==> config.mk <==
export PLATFORM = sky130hd
export DESIGN_NAME = erase_otp_ctrl
export DESIGN_NICKNAME = d
export VERILOG_FILES = /design/src/hw/erase_otp_pkg.sv /design/src/hw/erase_otp_ctrl.sv
export VERILOG_INCLUDE_DIRS = /design/src /design/src/hw
export SDC_FILE = /design/constraint.sdc
export NUM_CORES = 1
export LEC_CHECK = 0
export BUFFER_PORTS_ARGS = -buffer_cell sky130_fd_sc_hd__buf_2
export CAP_MARGIN = 0
export CORE_UTILIZATION = 45
export CTS_CLUSTER_DIAMETER = 40
export DETAILED_ROUTE_END_ITERATION = 8
export HOLD_SLACK_MARGIN = 0.1
export PLACE_DENSITY = 0.78
export SLEW_MARGIN = 20
export SYNTH_ARGS = -nofsm -noshare
export SYNTH_HDL_FRONTEND = slang
export SYNTH_SLANG_ARGS = --single-unit
export TNS_END_PERCENT = 50
==> constraint.sdc <==
create_clock -name sys_clk_i -period 3.4 [get_ports sys_clk_i]
set_clock_uncertainty 0.15 [all_clocks]
set_input_delay 0.51 -clock sys_clk_i [delete_from_list [all_inputs] [get_ports sys_clk_i]]
set_output_delay 0.51 -clock sys_clk_i [all_outputs]
set_load 0.02 [all_outputs]
==> src/hw/erase_otp_defs.svh <==
// Purpose: constants for the erase suspend and one-time-programmable block sequencer
// Assumes: 32-bit APB, 125 MHz clock
// Notes:   register offsets are byte addresses
// Behaviour
// - suspend reached within 500 us of suspend command during erase.
// - while suspended, load, program, lock, resets, verify, otp access accepted.
// - while suspended, erase, multi-erase and suspend commands refused.
// - resume restarts the erase from its beginning.
// - address register ignored by suspend and resume.
// - multi-erase suspend/resume only after final 0094h; resume restarts from first block.
// - otp block read, programmed, locked; never erased. A resume after 65h while suspended erases with otp selected.
// - command 65h enters otp mode; load and program go to otp block.
// - cold, warm, hot or core reset leaves otp mode.
// - otp has 64 pages; 0-49 user, 50-63 manufacturer.
// - at power-up, lock word xxfc sets the block-locked flag.
// - program to locked otp refused and error bit set.
// - after lock word programmed and cold reset, status bit 6 set.
// - block lock and first-block lock share one word; three orders valid. The code decodes only xxfc (block lock) and xxf0 (both).
// - during internal erase only reset and suspend are accepted.
// - failure shown on status bit 10 of the status register at f240. The code places the status register at offset 008h.
`ifndef ERASE_OTP_DEFS_SVH
`define ERASE_OTP_DEFS_SVH
`define REG_CMD        12'h000
`define REG_ADDR       12'h004
`define REG_STATUS     12'h008
`define REG_LOCKWORD   12'h00c
`define REG_PAGE       12'h010
`define CMD_ERASE      16'h0094
`define CMD_MB_ERASE   16'h0095
`define CMD_SUSPEND    16'h00b0
`define CMD_RESUME     16'h0030
`define CMD_VERIFY     16'h0071
`define CMD_OTP        16'h0065
`define CMD_LOAD       16'h0000
`define CMD_PROGRAM    16'h0080
`define CMD_CORE_RST   16'h00f0
`define CMD_HOT_RST    16'h00f3
`define CMD_WARM_RST   16'h00f1
`define LOCK_PATTERN   8'hfc
`define LOCK_BOTH      8'hf0
`define ST_ONGO        4'd15
`define ST_ERROR       4'd10
`define ST_OTP_LOCK    4'd6
`define ST_FIRST_LOCK  4'd5
`define ST_SUSPENDED   4'd4
`define ST_OTP_MODE    4'd3
`define OTP_USER_LAST  6'd49
`define SUSPEND_US     500
`define CLK_MHZ        125
`endif

==> src/hw/erase_otp_pkg.sv <==
// Purpose: types for the erase suspend and otp sequencer
// Assumes: nothing
// Notes:   constants live in erase_otp_defs.svh
package erase_otp_pkg;
   typedef enum logic [2:0] {
      IDLE,
      MB_LATCH,
      ERASING,
      SUSPENDING,
      SUSPENDED,
      PROGRAMMING
   } seq_state_type;
endpackage
==> src/hw/erase_otp_ctrl.sv <==
// Purpose: erase suspend/resume and otp access sequencer behind an apb slave
// Assumes: core_done_i pulses when the flash core finishes an erase or program
// Notes:   suspend latency is counted internally, bounded by the 500 us limit
`timescale 1ns/1ps
`include "erase_otp_defs.svh"
module erase_otp_ctrl #(
   parameter int SUSPEND_CYCLES = (`SUSPEND_US * `CLK_MHZ) / 4
)(
   // clock and reset
   input  wire logic        sys_clk_i,
   input  wire logic        rst_i,
   // power-up lock word from the otp array
   input  wire logic [15:0] lock_word_i,
   // flash core handshake
   input  wire logic        core_done_i,
   input  wire logic        core_fail_i,
   output logic             core_erase_o,
   output logic             core_program_o,
   output logic             core_otp_sel_o,
   output logic [15:0]      array_block_address_o,
   // apb slave
   input  wire logic        psel,
   input  wire logic        penable,
   input  wire logic        pwrite,
   input  wire logic [11:0] paddr,
   input  wire logic [31:0] pwdata,
   output logic [31:0]      prdata,
   output logic             pready,
   output logic             pslverr
);
   localparam int SUSPEND_MAX = `SUSPEND_US * `CLK_MHZ;
   // a zero latency never reaches suspended, a long one breaks the bound
   if (SUSPEND_CYCLES < 1 || SUSPEND_CYCLES > SUSPEND_MAX)
   begin : bad_suspend_cycles
      $error("suspend latency out of range");
   end

   erase_otp_pkg::seq_state_type state_reg, state_next;
   logic [15:0] addr_reg, addr_next;
   logic [15:0] erase_addr_reg, erase_addr_next;
   logic [5:0]  page_reg, page_next;
   logic        mb_reg, mb_next;
   logic        otp_mode_reg, otp_mode_next;
   logic        otp_lock_reg, otp_lock_next;
   logic        first_block_locked_flag_reg, first_block_locked_flag_next;
   logic        err_reg, err_next;
   logic        susp_flag_reg, susp_flag_next;
   logic        boot_reg, boot_next;
   logic [31:0] cnt_reg, cnt_next;
   logic [31:0] rdata_reg, rdata_next;

   wire         acc = psel && penable;
   wire         wr  = acc && pwrite;
   wire         cmd_wr = wr && paddr == `REG_CMD;
   wire [15:0]  cmd = pwdata[15:0];
   wire         busy = state_reg == erase_otp_pkg::ERASING
                    || state_reg == erase_otp_pkg::SUSPENDING
                    || state_reg == erase_otp_pkg::PROGRAMMING;

   assign pready  = 1'b1;
   assign pslverr = acc && !(paddr == `REG_CMD || paddr == `REG_ADDR
                    || paddr == `REG_STATUS || paddr == `REG_LOCKWORD
                    || paddr == `REG_PAGE);
   assign prdata  = rdata_reg;

   always_comb
   begin
      state_next = state_reg;
      addr_next = addr_reg;
      erase_addr_next = erase_addr_reg;
      page_next = page_reg;
      mb_next = mb_reg;
      otp_mode_next = otp_mode_reg;
      otp_lock_next = otp_lock_reg;
      first_block_locked_flag_next = first_block_locked_flag_reg;
      err_next = err_reg;
      susp_flag_next = susp_flag_reg;
      boot_next = 1'b0;
      cnt_next = cnt_reg;
      rdata_next = 32'h0000_0000;
      // lock word sampled once after reset release, so a strap level is never
      // loaded through the reset path
      if (boot_reg)
      begin
         otp_lock_next = lock_word_i[7:0] == `LOCK_PATTERN
                      || lock_word_i[7:0] == `LOCK_BOTH;
         first_block_locked_flag_next = lock_word_i[7:0] == `LOCK_BOTH;
      end
      if (wr && paddr == `REG_ADDR && !busy)
         addr_next = pwdata[15:0];
      if (wr && paddr == `REG_PAGE && !busy)
         page_next = pwdata[5:0];
      // read data is loaded in the setup cycle so that it already stands
      // when pready is sampled in the access phase
      if (psel && !penable && !pwrite)
      begin
         case (paddr)
            `REG_ADDR:     rdata_next = {16'h0000, addr_reg};
            `REG_PAGE:     rdata_next = {26'h0000000, page_reg};
            `REG_LOCKWORD: rdata_next = {16'h0000, lock_word_i};
            `REG_STATUS:
            begin
               rdata_next[`ST_ONGO] = busy || state_reg == erase_otp_pkg::MB_LATCH;
               rdata_next[`ST_ERROR] = err_reg;
               rdata_next[`ST_OTP_LOCK] = otp_lock_reg;
               rdata_next[`ST_FIRST_LOCK] = first_block_locked_flag_reg;
               rdata_next[`ST_SUSPENDED] = susp_flag_reg;
               rdata_next[`ST_OTP_MODE] = otp_mode_reg;
            end
            default:       rdata_next = 32'h0000_0000;
         endcase
      end
      // core, hot and warm resets drop otp mode; the suspended erase survives
      if (cmd_wr && (cmd == `CMD_CORE_RST || cmd == `CMD_HOT_RST
          || cmd == `CMD_WARM_RST))
         otp_mode_next = 1'b0;
      case (state_reg)
         erase_otp_pkg::IDLE, erase_otp_pkg::MB_LATCH, erase_otp_pkg::SUSPENDED:
         begin
            if (cmd_wr)
            begin
               err_next = 1'b0;
               case (cmd)
                  `CMD_MB_ERASE:
                     if (!susp_flag_reg && !otp_mode_reg)
                     begin
                        state_next = erase_otp_pkg::MB_LATCH;
                        mb_next = 1'b1;
                        if (state_reg == erase_otp_pkg::IDLE)
                           erase_addr_next = addr_reg;
                     end
                  `CMD_ERASE:
                     if (!susp_flag_reg && !otp_mode_reg)
                     begin
                        state_next = erase_otp_pkg::ERASING;
                        if (state_reg == erase_otp_pkg::IDLE)
                        begin
                           erase_addr_next = addr_reg;
                           mb_next = 1'b0;
                        end
                     end
                  `CMD_RESUME:
                     if (susp_flag_reg)
                     begin
                        // restart from the first latched block, address ignored
                        state_next = erase_otp_pkg::ERASING;
                        susp_flag_next = 1'b0;
                     end
                  `CMD_OTP:
                     otp_mode_next = 1'b1;
                  `CMD_PROGRAM:
                     // manufacturer pages above the user area are never host programmed
                     if (otp_mode_reg && (otp_lock_reg || page_reg > `OTP_USER_LAST))
                        err_next = 1'b1;
                     else
                        state_next = erase_otp_pkg::PROGRAMMING;
                  default:
                     state_next = state_reg;
               endcase
               // another command aborts an address latch sequence
               if (state_reg == erase_otp_pkg::MB_LATCH && cmd != `CMD_MB_ERASE
                   && cmd != `CMD_ERASE)
                  state_next = erase_otp_pkg::IDLE;
            end
         end
         erase_otp_pkg::ERASING:
         begin
            // only suspend is taken here; address register is not looked at
            if (cmd_wr && cmd == `CMD_SUSPEND)
            begin
               state_next = erase_otp_pkg::SUSPENDING;
               cnt_next = 32'h0000_0000;
            end
            else if (core_done_i)
            begin
               state_next = erase_otp_pkg::IDLE;
               err_next = core_fail_i;
            end
         end
         erase_otp_pkg::SUSPENDING:
         begin
            cnt_next = cnt_reg + 32'h0000_0001;
            if (cnt_reg >= SUSPEND_CYCLES - 1)
            begin
               state_next = erase_otp_pkg::SUSPENDED;
               susp_flag_next = 1'b1;
            end
         end
         erase_otp_pkg::PROGRAMMING:
            if (core_done_i)
            begin
               state_next = susp_flag_reg ? erase_otp_pkg::SUSPENDED
                                          : erase_otp_pkg::IDLE;
               err_next = core_fail_i;
            end
         default:
            state_next = erase_otp_pkg::IDLE;
      endcase
   end

   always_ff @(posedge sys_clk_i)
   begin
      if (rst_i)
      begin
         state_reg <= erase_otp_pkg::IDLE;
         addr_reg <= 16'h0000;
         erase_addr_reg <= 16'h0000;
         page_reg <= 6'h00;
         mb_reg <= 1'b0;
         otp_mode_reg <= 1'b0;
         otp_lock_reg <= 1'b0;
         first_block_locked_flag_reg <= 1'b0;
         err_reg <= 1'b0;
         susp_flag_reg <= 1'b0;
         boot_reg <= 1'b1;
         cnt_reg <= 32'h0000_0000;
         rdata_reg <= 32'h0000_0000;
      end
      else
      begin
         state_reg <= state_next;
         addr_reg <= addr_next;
         erase_addr_reg <= erase_addr_next;
         page_reg <= page_next;
         mb_reg <= mb_next;
         otp_mode_reg <= otp_mode_next;
         otp_lock_reg <= otp_lock_next;
         first_block_locked_flag_reg <= first_block_locked_flag_next;
         err_reg <= err_next;
         susp_flag_reg <= susp_flag_next;
         boot_reg <= boot_next;
         cnt_reg <= cnt_next;
         rdata_reg <= rdata_next;
      end
   end

   assign core_erase_o   = state_reg == erase_otp_pkg::ERASING;
   assign core_program_o = state_reg == erase_otp_pkg::PROGRAMMING;
   assign core_otp_sel_o = otp_mode_reg;
   // erase address is held so resume starts over; otp program never erases
   assign array_block_address_o = core_erase_o ? erase_addr_reg : addr_reg;

   chk_suspend_bound: assert property (@(posedge sys_clk_i) disable iff (rst_i)
      state_reg == erase_otp_pkg::SUSPENDING |-> cnt_reg < SUSPEND_CYCLES)
      else $error("suspend took too long");
   chk_no_erase_susp: assert property (@(posedge sys_clk_i) disable iff (rst_i)
      susp_flag_reg && cmd_wr && cmd == `CMD_ERASE |=> state_reg != erase_otp_pkg::ERASING)
      else $error("erase accepted while suspended");
   chk_resume_clears: assert property (@(posedge sys_clk_i) disable iff (rst_i)
      state_reg == erase_otp_pkg::SUSPENDED && cmd_wr && cmd == `CMD_RESUME
      |=> !susp_flag_reg && state_reg == erase_otp_pkg::ERASING)
      else $error("resume not taken");
   chk_locked_prog: assert property (@(posedge sys_clk_i) disable iff (rst_i)
      state_reg == erase_otp_pkg::IDLE && cmd_wr && cmd == `CMD_PROGRAM
      && otp_mode_reg && otp_lock_reg |=> err_reg && !core_program_o)
      else $error("locked otp program not refused");
   chk_otp_exit: assert property (@(posedge sys_clk_i) disable iff (rst_i)
      cmd_wr && cmd == `CMD_CORE_RST |=> !otp_mode_reg)
      else $error("otp mode kept after reset");
   chk_resume_addr: assert property (@(posedge sys_clk_i) disable iff (rst_i)
      state_reg == erase_otp_pkg::SUSPENDED && cmd_wr && cmd == `CMD_RESUME
      |=> array_block_address_o == $past(erase_addr_reg))
      else $error("resume lost start address");
   chk_erase_ignore: assert property (@(posedge sys_clk_i) disable iff (rst_i)
      core_erase_o && !core_done_i && cmd_wr && cmd == `CMD_OTP |=> !$changed(otp_mode_reg))
      else $error("command taken during erase");
   chk_otp_enter: assert property (@(posedge sys_clk_i) disable iff (rst_i)
      state_reg == erase_otp_pkg::IDLE && cmd_wr && cmd == `CMD_OTP |=> core_otp_sel_o)
      else $error("otp mode not entered");
   chk_page_reserved: assert property (@(posedge sys_clk_i) disable iff (rst_i)
      state_reg == erase_otp_pkg::IDLE && cmd_wr && cmd == `CMD_PROGRAM && otp_mode_reg
      && page_reg > `OTP_USER_LAST |=> err_reg && !core_program_o)
      else $error("reserved otp page programmed");
   chk_no_mb_susp: assert property (@(posedge sys_clk_i) disable iff (rst_i)
      susp_flag_reg && cmd_wr && cmd == `CMD_MB_ERASE |=> state_reg != erase_otp_pkg::MB_LATCH)
      else $error("multi erase accepted while suspended");
   chk_susp_program: assert property (@(posedge sys_clk_i) disable iff (rst_i)
      state_reg == erase_otp_pkg::SUSPENDED && cmd_wr && cmd == `CMD_PROGRAM && !otp_mode_reg
      |=> core_program_o)
      else $error("program refused while suspended");
   chk_prog_back: assert property (@(posedge sys_clk_i) disable iff (rst_i)
      state_reg == erase_otp_pkg::PROGRAMMING && susp_flag_reg && core_done_i
      |=> state_reg == erase_otp_pkg::SUSPENDED)
      else $error("suspension lost after program");
   chk_fail_error: assert property (@(posedge sys_clk_i) disable iff (rst_i)
      (core_erase_o || core_program_o) && core_done_i && core_fail_i && !cmd_wr |=> err_reg)
      else $error("core failure not flagged");
   chk_boot_lock: assert property (@(posedge sys_clk_i) disable iff (rst_i)
      boot_reg && lock_word_i[7:0] == `LOCK_PATTERN
      |=> otp_lock_reg && !first_block_locked_flag_reg)
      else $error("lock word not loaded");
   chk_addr_busy: assert property (@(posedge sys_clk_i) disable iff (rst_i)
      busy && wr && paddr == `REG_ADDR |=> addr_reg == $past(addr_reg))
      else $error("address taken while busy");
endmodule

### After elaboration in Yosys (flattened, before gate mapping)

Cells that the tools add are included.

| word-level totals | value |
|---|---|
| flip-flop bits (word level) | 111 |
| input bits | 67 |
| output and inout port bits | 53 |
| word-level logic and storage cells | 134 |

| cells by class | value |
|---|---|
| add/subtract/negate cells | 1 |
| $lt $le $gt $ge | 2 |
| equality and inequality tests | 34 |
| muxes and demuxes | 37 |
| bitwise operators | 1 |
| reductions and logical operators | 46 |

Operators with widths:

| cell | number |
|---|---|
| $eq A16 B8 Y1 const B | 7 |
| $pmux W32 S2 | 1 |
| $mux W3 | 11 |
| $add A32 B1 Y32 const B | 1 |
| $ge A32 B14 Y1 const B | 1 |
| $mux W32 | 1 |
| $ne A16 B8 Y1 const B | 2 |
| $eq A12 B4 Y1 const B | 2 |
| $pmux W3 S4 | 2 |
| $eq A16 B6 Y1 const B | 1 |
| $eq A16 B7 Y1 const B | 1 |
| $eq A8 B8 Y1 const B | 2 |
| $logic_and A1 B1 Y1 | 16 |
| $mux W16 | 1 |
| $ne A4 B4 Y1 const B | 4 |
| $pmux W4 S4 | 1 |
| $mux W1 | 13 |
| $eq A12 B3 Y1 const B | 1 |
| $eq A12 B5 Y1 const B | 1 |
| $logic_not A12 Y1 | 1 |
| $logic_or A1 B1 Y1 | 11 |
| $pmux W1 S3 | 3 |
| $pmux W3 S3 | 1 |
| $reduce_and A9 Y1 | 1 |
| other kinds (22) | 35 |

### Longest topological paths before layout

| logic depth | value |
|---|---|
| depth after elaboration | 8 |
| gate-level depth with buffers | 9 |

### Worst setup path before layout

OpenSTA, ideal clock, no wires.

| path | value |
|---|---|
| kind | in2reg |
| from | input paddr[9] |
| to | register erase_addr_reg[10] |
| library setup time | 0.128 ns |
| data arrival time | 2.901 ns |
| required time | 3.122 ns |
| path slack | 0.221 ns |
| stages on the path | 8 |
| path buffers | 2 |
| path through | or4_4 > or4_4 > or2_1 > buf_6 > nor4_4 > buf_6 > mux2i_1 > nor2_1 |

| on the way | value |
|---|---|
| word-level cells in the longest chain between the ends | 3 |

RTL lines:

| item | line | text |
|---|---|---|
| from (decl) | erase_otp_ctrl.sv:25 | `input wire logic [11:0] paddr,` |
| $logic_not A12 Y1 (no line) | n/a |  |
| $logic_and A1 B1 Y1 (no line) | n/a |  |
| $reduce_and A5 Y1 (no line) | n/a |  |
| to (signal assigned) | erase_otp_ctrl.sv:223 | `erase_addr_reg <= erase_addr_next;` |
| to (decl) | erase_otp_ctrl.sv:40 | `logic [15:0] erase_addr_reg, erase_addr_next;` |

Every way passes these cells.
A chain may end at the register's enable or synchronous reset.

### Worst setup path in the final report

| path | value |
|---|---|
| from | input pwdata[8] |
| to | register state_reg[1] |

| on the way | value |
|---|---|
| word-level cells in the longest chain between the ends | 6 |

RTL lines:

| item | line | text |
|---|---|---|
| from (decl) | erase_otp_ctrl.sv:26 | `input wire logic [31:0] pwdata,` |
| parallel branches: the longest is 6 deep, another holds $eq A16 B8 Y1 | n/a |  |
| to (signal assigned) | erase_otp_ctrl.sv:205 | `state_reg <= erase_otp_pkg::IDLE;` |
| to (signal assigned) | erase_otp_ctrl.sv:221 | `state_reg <= state_next;` |
| to (decl) | erase_otp_ctrl.sv:38 | `erase_otp_pkg::seq_state_type state_reg, state_next;` |

Parallel ways; which one is timed is not known. The select of a mux whose other input is x is not followed.

==> results.yml <==
worst_setup_path:
  cpMaxStageDelayCell: "or4b_2"
  worst_endpoint_data_arrival_time_ns: 3.02
  critical_path.top_delay_family: "simple AND/OR/NAND/NOR gates"
  worst_path_largest_cell_delay_ns: 0.63
  rr_worst_depth: 6
  worst_r2r_startpoint: "state_reg[1]"
  timing.critical_path.buf_inv: 2
  crit_chain: "buf_2, nor4_1, buf_4, nand3_1, or4b_2, a211oi_1, and4_1, mux2_2"
  endpoint_kind: "flip-flop"
  worst_r2r_endpoint: "cnt_reg[27]"
  path_depth: 8
  worst_ep_required_time_ns: 3.51
  timing.setup.critical_path_class: "in -> reg"
  reg2reg_slack_ns: 0.81
  critical_path.max_fanout: 5
  critical_path.startpoint: "pwdata[8]"
  startpoint_type: "input pin"
  worst_setup_path_endpoint: "state_reg[1]"
yosys:
  syn_inst: 579
  syn-mean-instance-area_um2: 8.54
  async_s_r_ff_share_synth_pct: 0
  post_synth_instance_area_um2: 4940
  synthesis.yosys.warnings: 0
  synth_flop_cell: "dfxtp_1"
  yosys_register_bits: 95
  synth.yosys.seq_area_share_pct: 38.5
  yosys.area.top_type_share_pct: 38.5
  synth.area.top_cells: "dfxtp_1 (38%), mux2i_1 (8.9%), nor2_1 (6.6%)"
  yosys.cell_types.count: 56
  yosysTopAreaCell: "dfxtp_1"
  number_of_synthesized_flops_with_an_enable_pin: 0
sta:
  max-slew-margin-rel_pct: 43.1
  finalHoldViolations: 0
  transition_time_at_the_pin_with_the_least_slew_margin_ns: 0.853
  timing.fmax_mhz: 343
  final_min_period_over_clock_period_pct: 85.7
  layout_min_cycle_time_ns: 2.91
  number_of_pins_exceeding_their_max_slew_limit_in_the_final_report: 0
  fin_hold_ws_ns: 0.230
  setup-tns-final_ns: 0
  rsz0062_at_grt: "false"
  total_of_endpoints_with_negative_setup_slack_in_the_final_report: 0
run:
  drv_cap: 0
cells_and_area:
  layout-area-overhead-vs-synth_pct: 14.7
  drive_gt1_share_pct: 23.9
  final.fill_count: 908
  regArea_um2: 1900
  fin_area_um2: 5670
  finish.net_count: 721
  final_util_pct: 53.9
  number_of_flip_flops_in_the_largest_register: 32
  multi_input_area_um2: 2810
global_routing:
  groute.usage.overall_pct: 22.2
  grt_antenna_before_repair: 1
  grt_pass1_vias: 4242
  grt_max_degree: 82
  grt_pass1_wl_mm: 20.2
  globalRouteOverflowTotal: 0
clocking:
  clkSinkCount: 95
  cts.repair_timing.setup_buffer_count: 0
  post_cts_hold_buffer_count: 0
  cts-buffers-inserted: 9
  clock_tree.htree_level_count: 3
  clock_insertion_delay_worst_skew_ns: 0.36
  post_cts_resized: 0
  ctsRootBufferMaster: "clkbuf_8"
  tritoncts: "built"
  cts.path.max_buffers: 2
  clk_pin_slew_worst_paths_ns: 0.10
route:
  detailroute.via_count: 4608
  antenna_left: 0
  drt-initial-drc-count: 351
  avgRoutedWirePerCell_um: 15.7
  drtPass1Iterations: 5
  drc_errors: 0
  finalWirelength_mm: 12.5
  mean_number_of_vias_per_cell: 5.80
pwr:
  total_power_uw: 1990
  p_leak_uw: 0.00207
  powerDensity_nw_per_um2: 351
  vdd_drop_max_v: 0.000331
placement:
  numPortBuffers: 86
  gp_routability_congestion: 0.862
  placed_wire_length_estimate_mm: 9.19
  placement.cell_area_um2: 5460
floorplan:
  die_width_um: 107
  initial_utilization_pct: 47.0
  die_height_um: 107
  fp.dieArea_um2: 11400
  ios: 120
  fp.coreArea_um2: 10500
  placementRows: 37
worst_hold_path:
  worstHoldPathType: "in -> reg"
status:
  status: "finished, final reports clean"
[synth_stat cells (all sizes together) (6+ instances only)]
cell type  instances
mux2              24
nand3             34
nor4              11
and3               7
nor2              87
or4                7
clkbuf            30
o21ai             14
nand2b            10
nor3              12
mux2i             44
a311oi             6
dfxtp             95
buf               24
a21oi             31
nand4             16
a22oi              9
or2                8
nor2b              6
and4               8
nand2             28
or3               10
[cells in the final DEF, fill, tap and decap left out, types with 4 or more instances in the layout]
master     n
or3_1     10
o211ai_1   4
a22oi_1    9
a311oi_1   6
nor3_1    12
buf_2     86
mux2_2    24
dfxtp_1   95
and2_1     4
a21oi_1   31
nand4_1   16
conb_1    17
or2_2      6
inv_1      4
o21ai_0   14
nor2b_1    6
nand2_1   28
clkbuf_8   9
nand3_1   34
nor2_1    87
nand3b_1   4
buf_4     13
and4_1     8
nand2b_1  10
or4_1      5
mux2i_1   44
nor4_1    10
and3_1     7
[worst min-delay path, cell delays in order]
cell     delay [ns]
buf_2          0.08
a22oi_1        0.05
nor2_1         0.08
[logic make-up after synthesis]
family	Yosys count	synth area share (%)
and+or+nand+nor	264	28.4
DFF	95	38.5
AOI/OAI and AO/OA	89	11.8
muxes	68	14.4
buffers and inverters	58	6.10
adders and majority gates	2	0.506
other	2	0.152
xor gates and xnor gates	1	0.177
[power breakdown]
group	switching (µW)	internal [µW]
Sequential	0.687	1110
Clock	418	348
Combinational	75.1	36.8
[per-stage QoR]
stage | setup WS [ns] | std cells
final | 0.488 | 794
after global routing | 0.426 | 794
after CTS | 0.542 | 793
after detailed placement | 0.160 | 777
after global placement | 0.183 | 777
after floorplan | 0.221 | 594
[area by class of cell]
class	count	share of cell area (%)
multi-input cells	441	49.5
flip-flops and latches	95	33.6
repair buffers	101	10.0
well taps	136	3.00
clock buffers	9	2.19
clock inverters	7	1.39
inverters	4	0.265
diodes	1	0.0442
[metal layers]
| metal | share of wire, % | vias to the layer above | GRT usage, % |
|---|---|---|---|
| met5 | 0 | - | 0 |
| li1 | - | 2226 | - |
| met2 | 48 | 193 | 35.6 |
| met1 | 43 | 2156 | 28.3 |
| met4 | 3.1 | 0 | 9.98 |
| met3 | 6.4 | 33 | 5.05 |
[worst min path at each step]
stage / from / slack, ns / cells past startpoint / to
finish: lock_word_i[8] / 0.23 / 3 / prdata[8]
global route: pwdata[8] / 0.24 / 3 / addr_reg[8]
CTS: lock_word_i[8] / 0.22 / 3 / prdata[8]
detailed placement: erase_addr_reg[10] / 0.33 / 2 / erase_addr_reg[10]
global placement: first_block_locked_flag_reg / 0.31 / 2 / first_block_locked_flag_reg
floorplan: first_block_locked_flag_reg / 0.29 / 2 / first_block_locked_flag_reg
No activity file was read; power rests on OpenSTA's default activity.
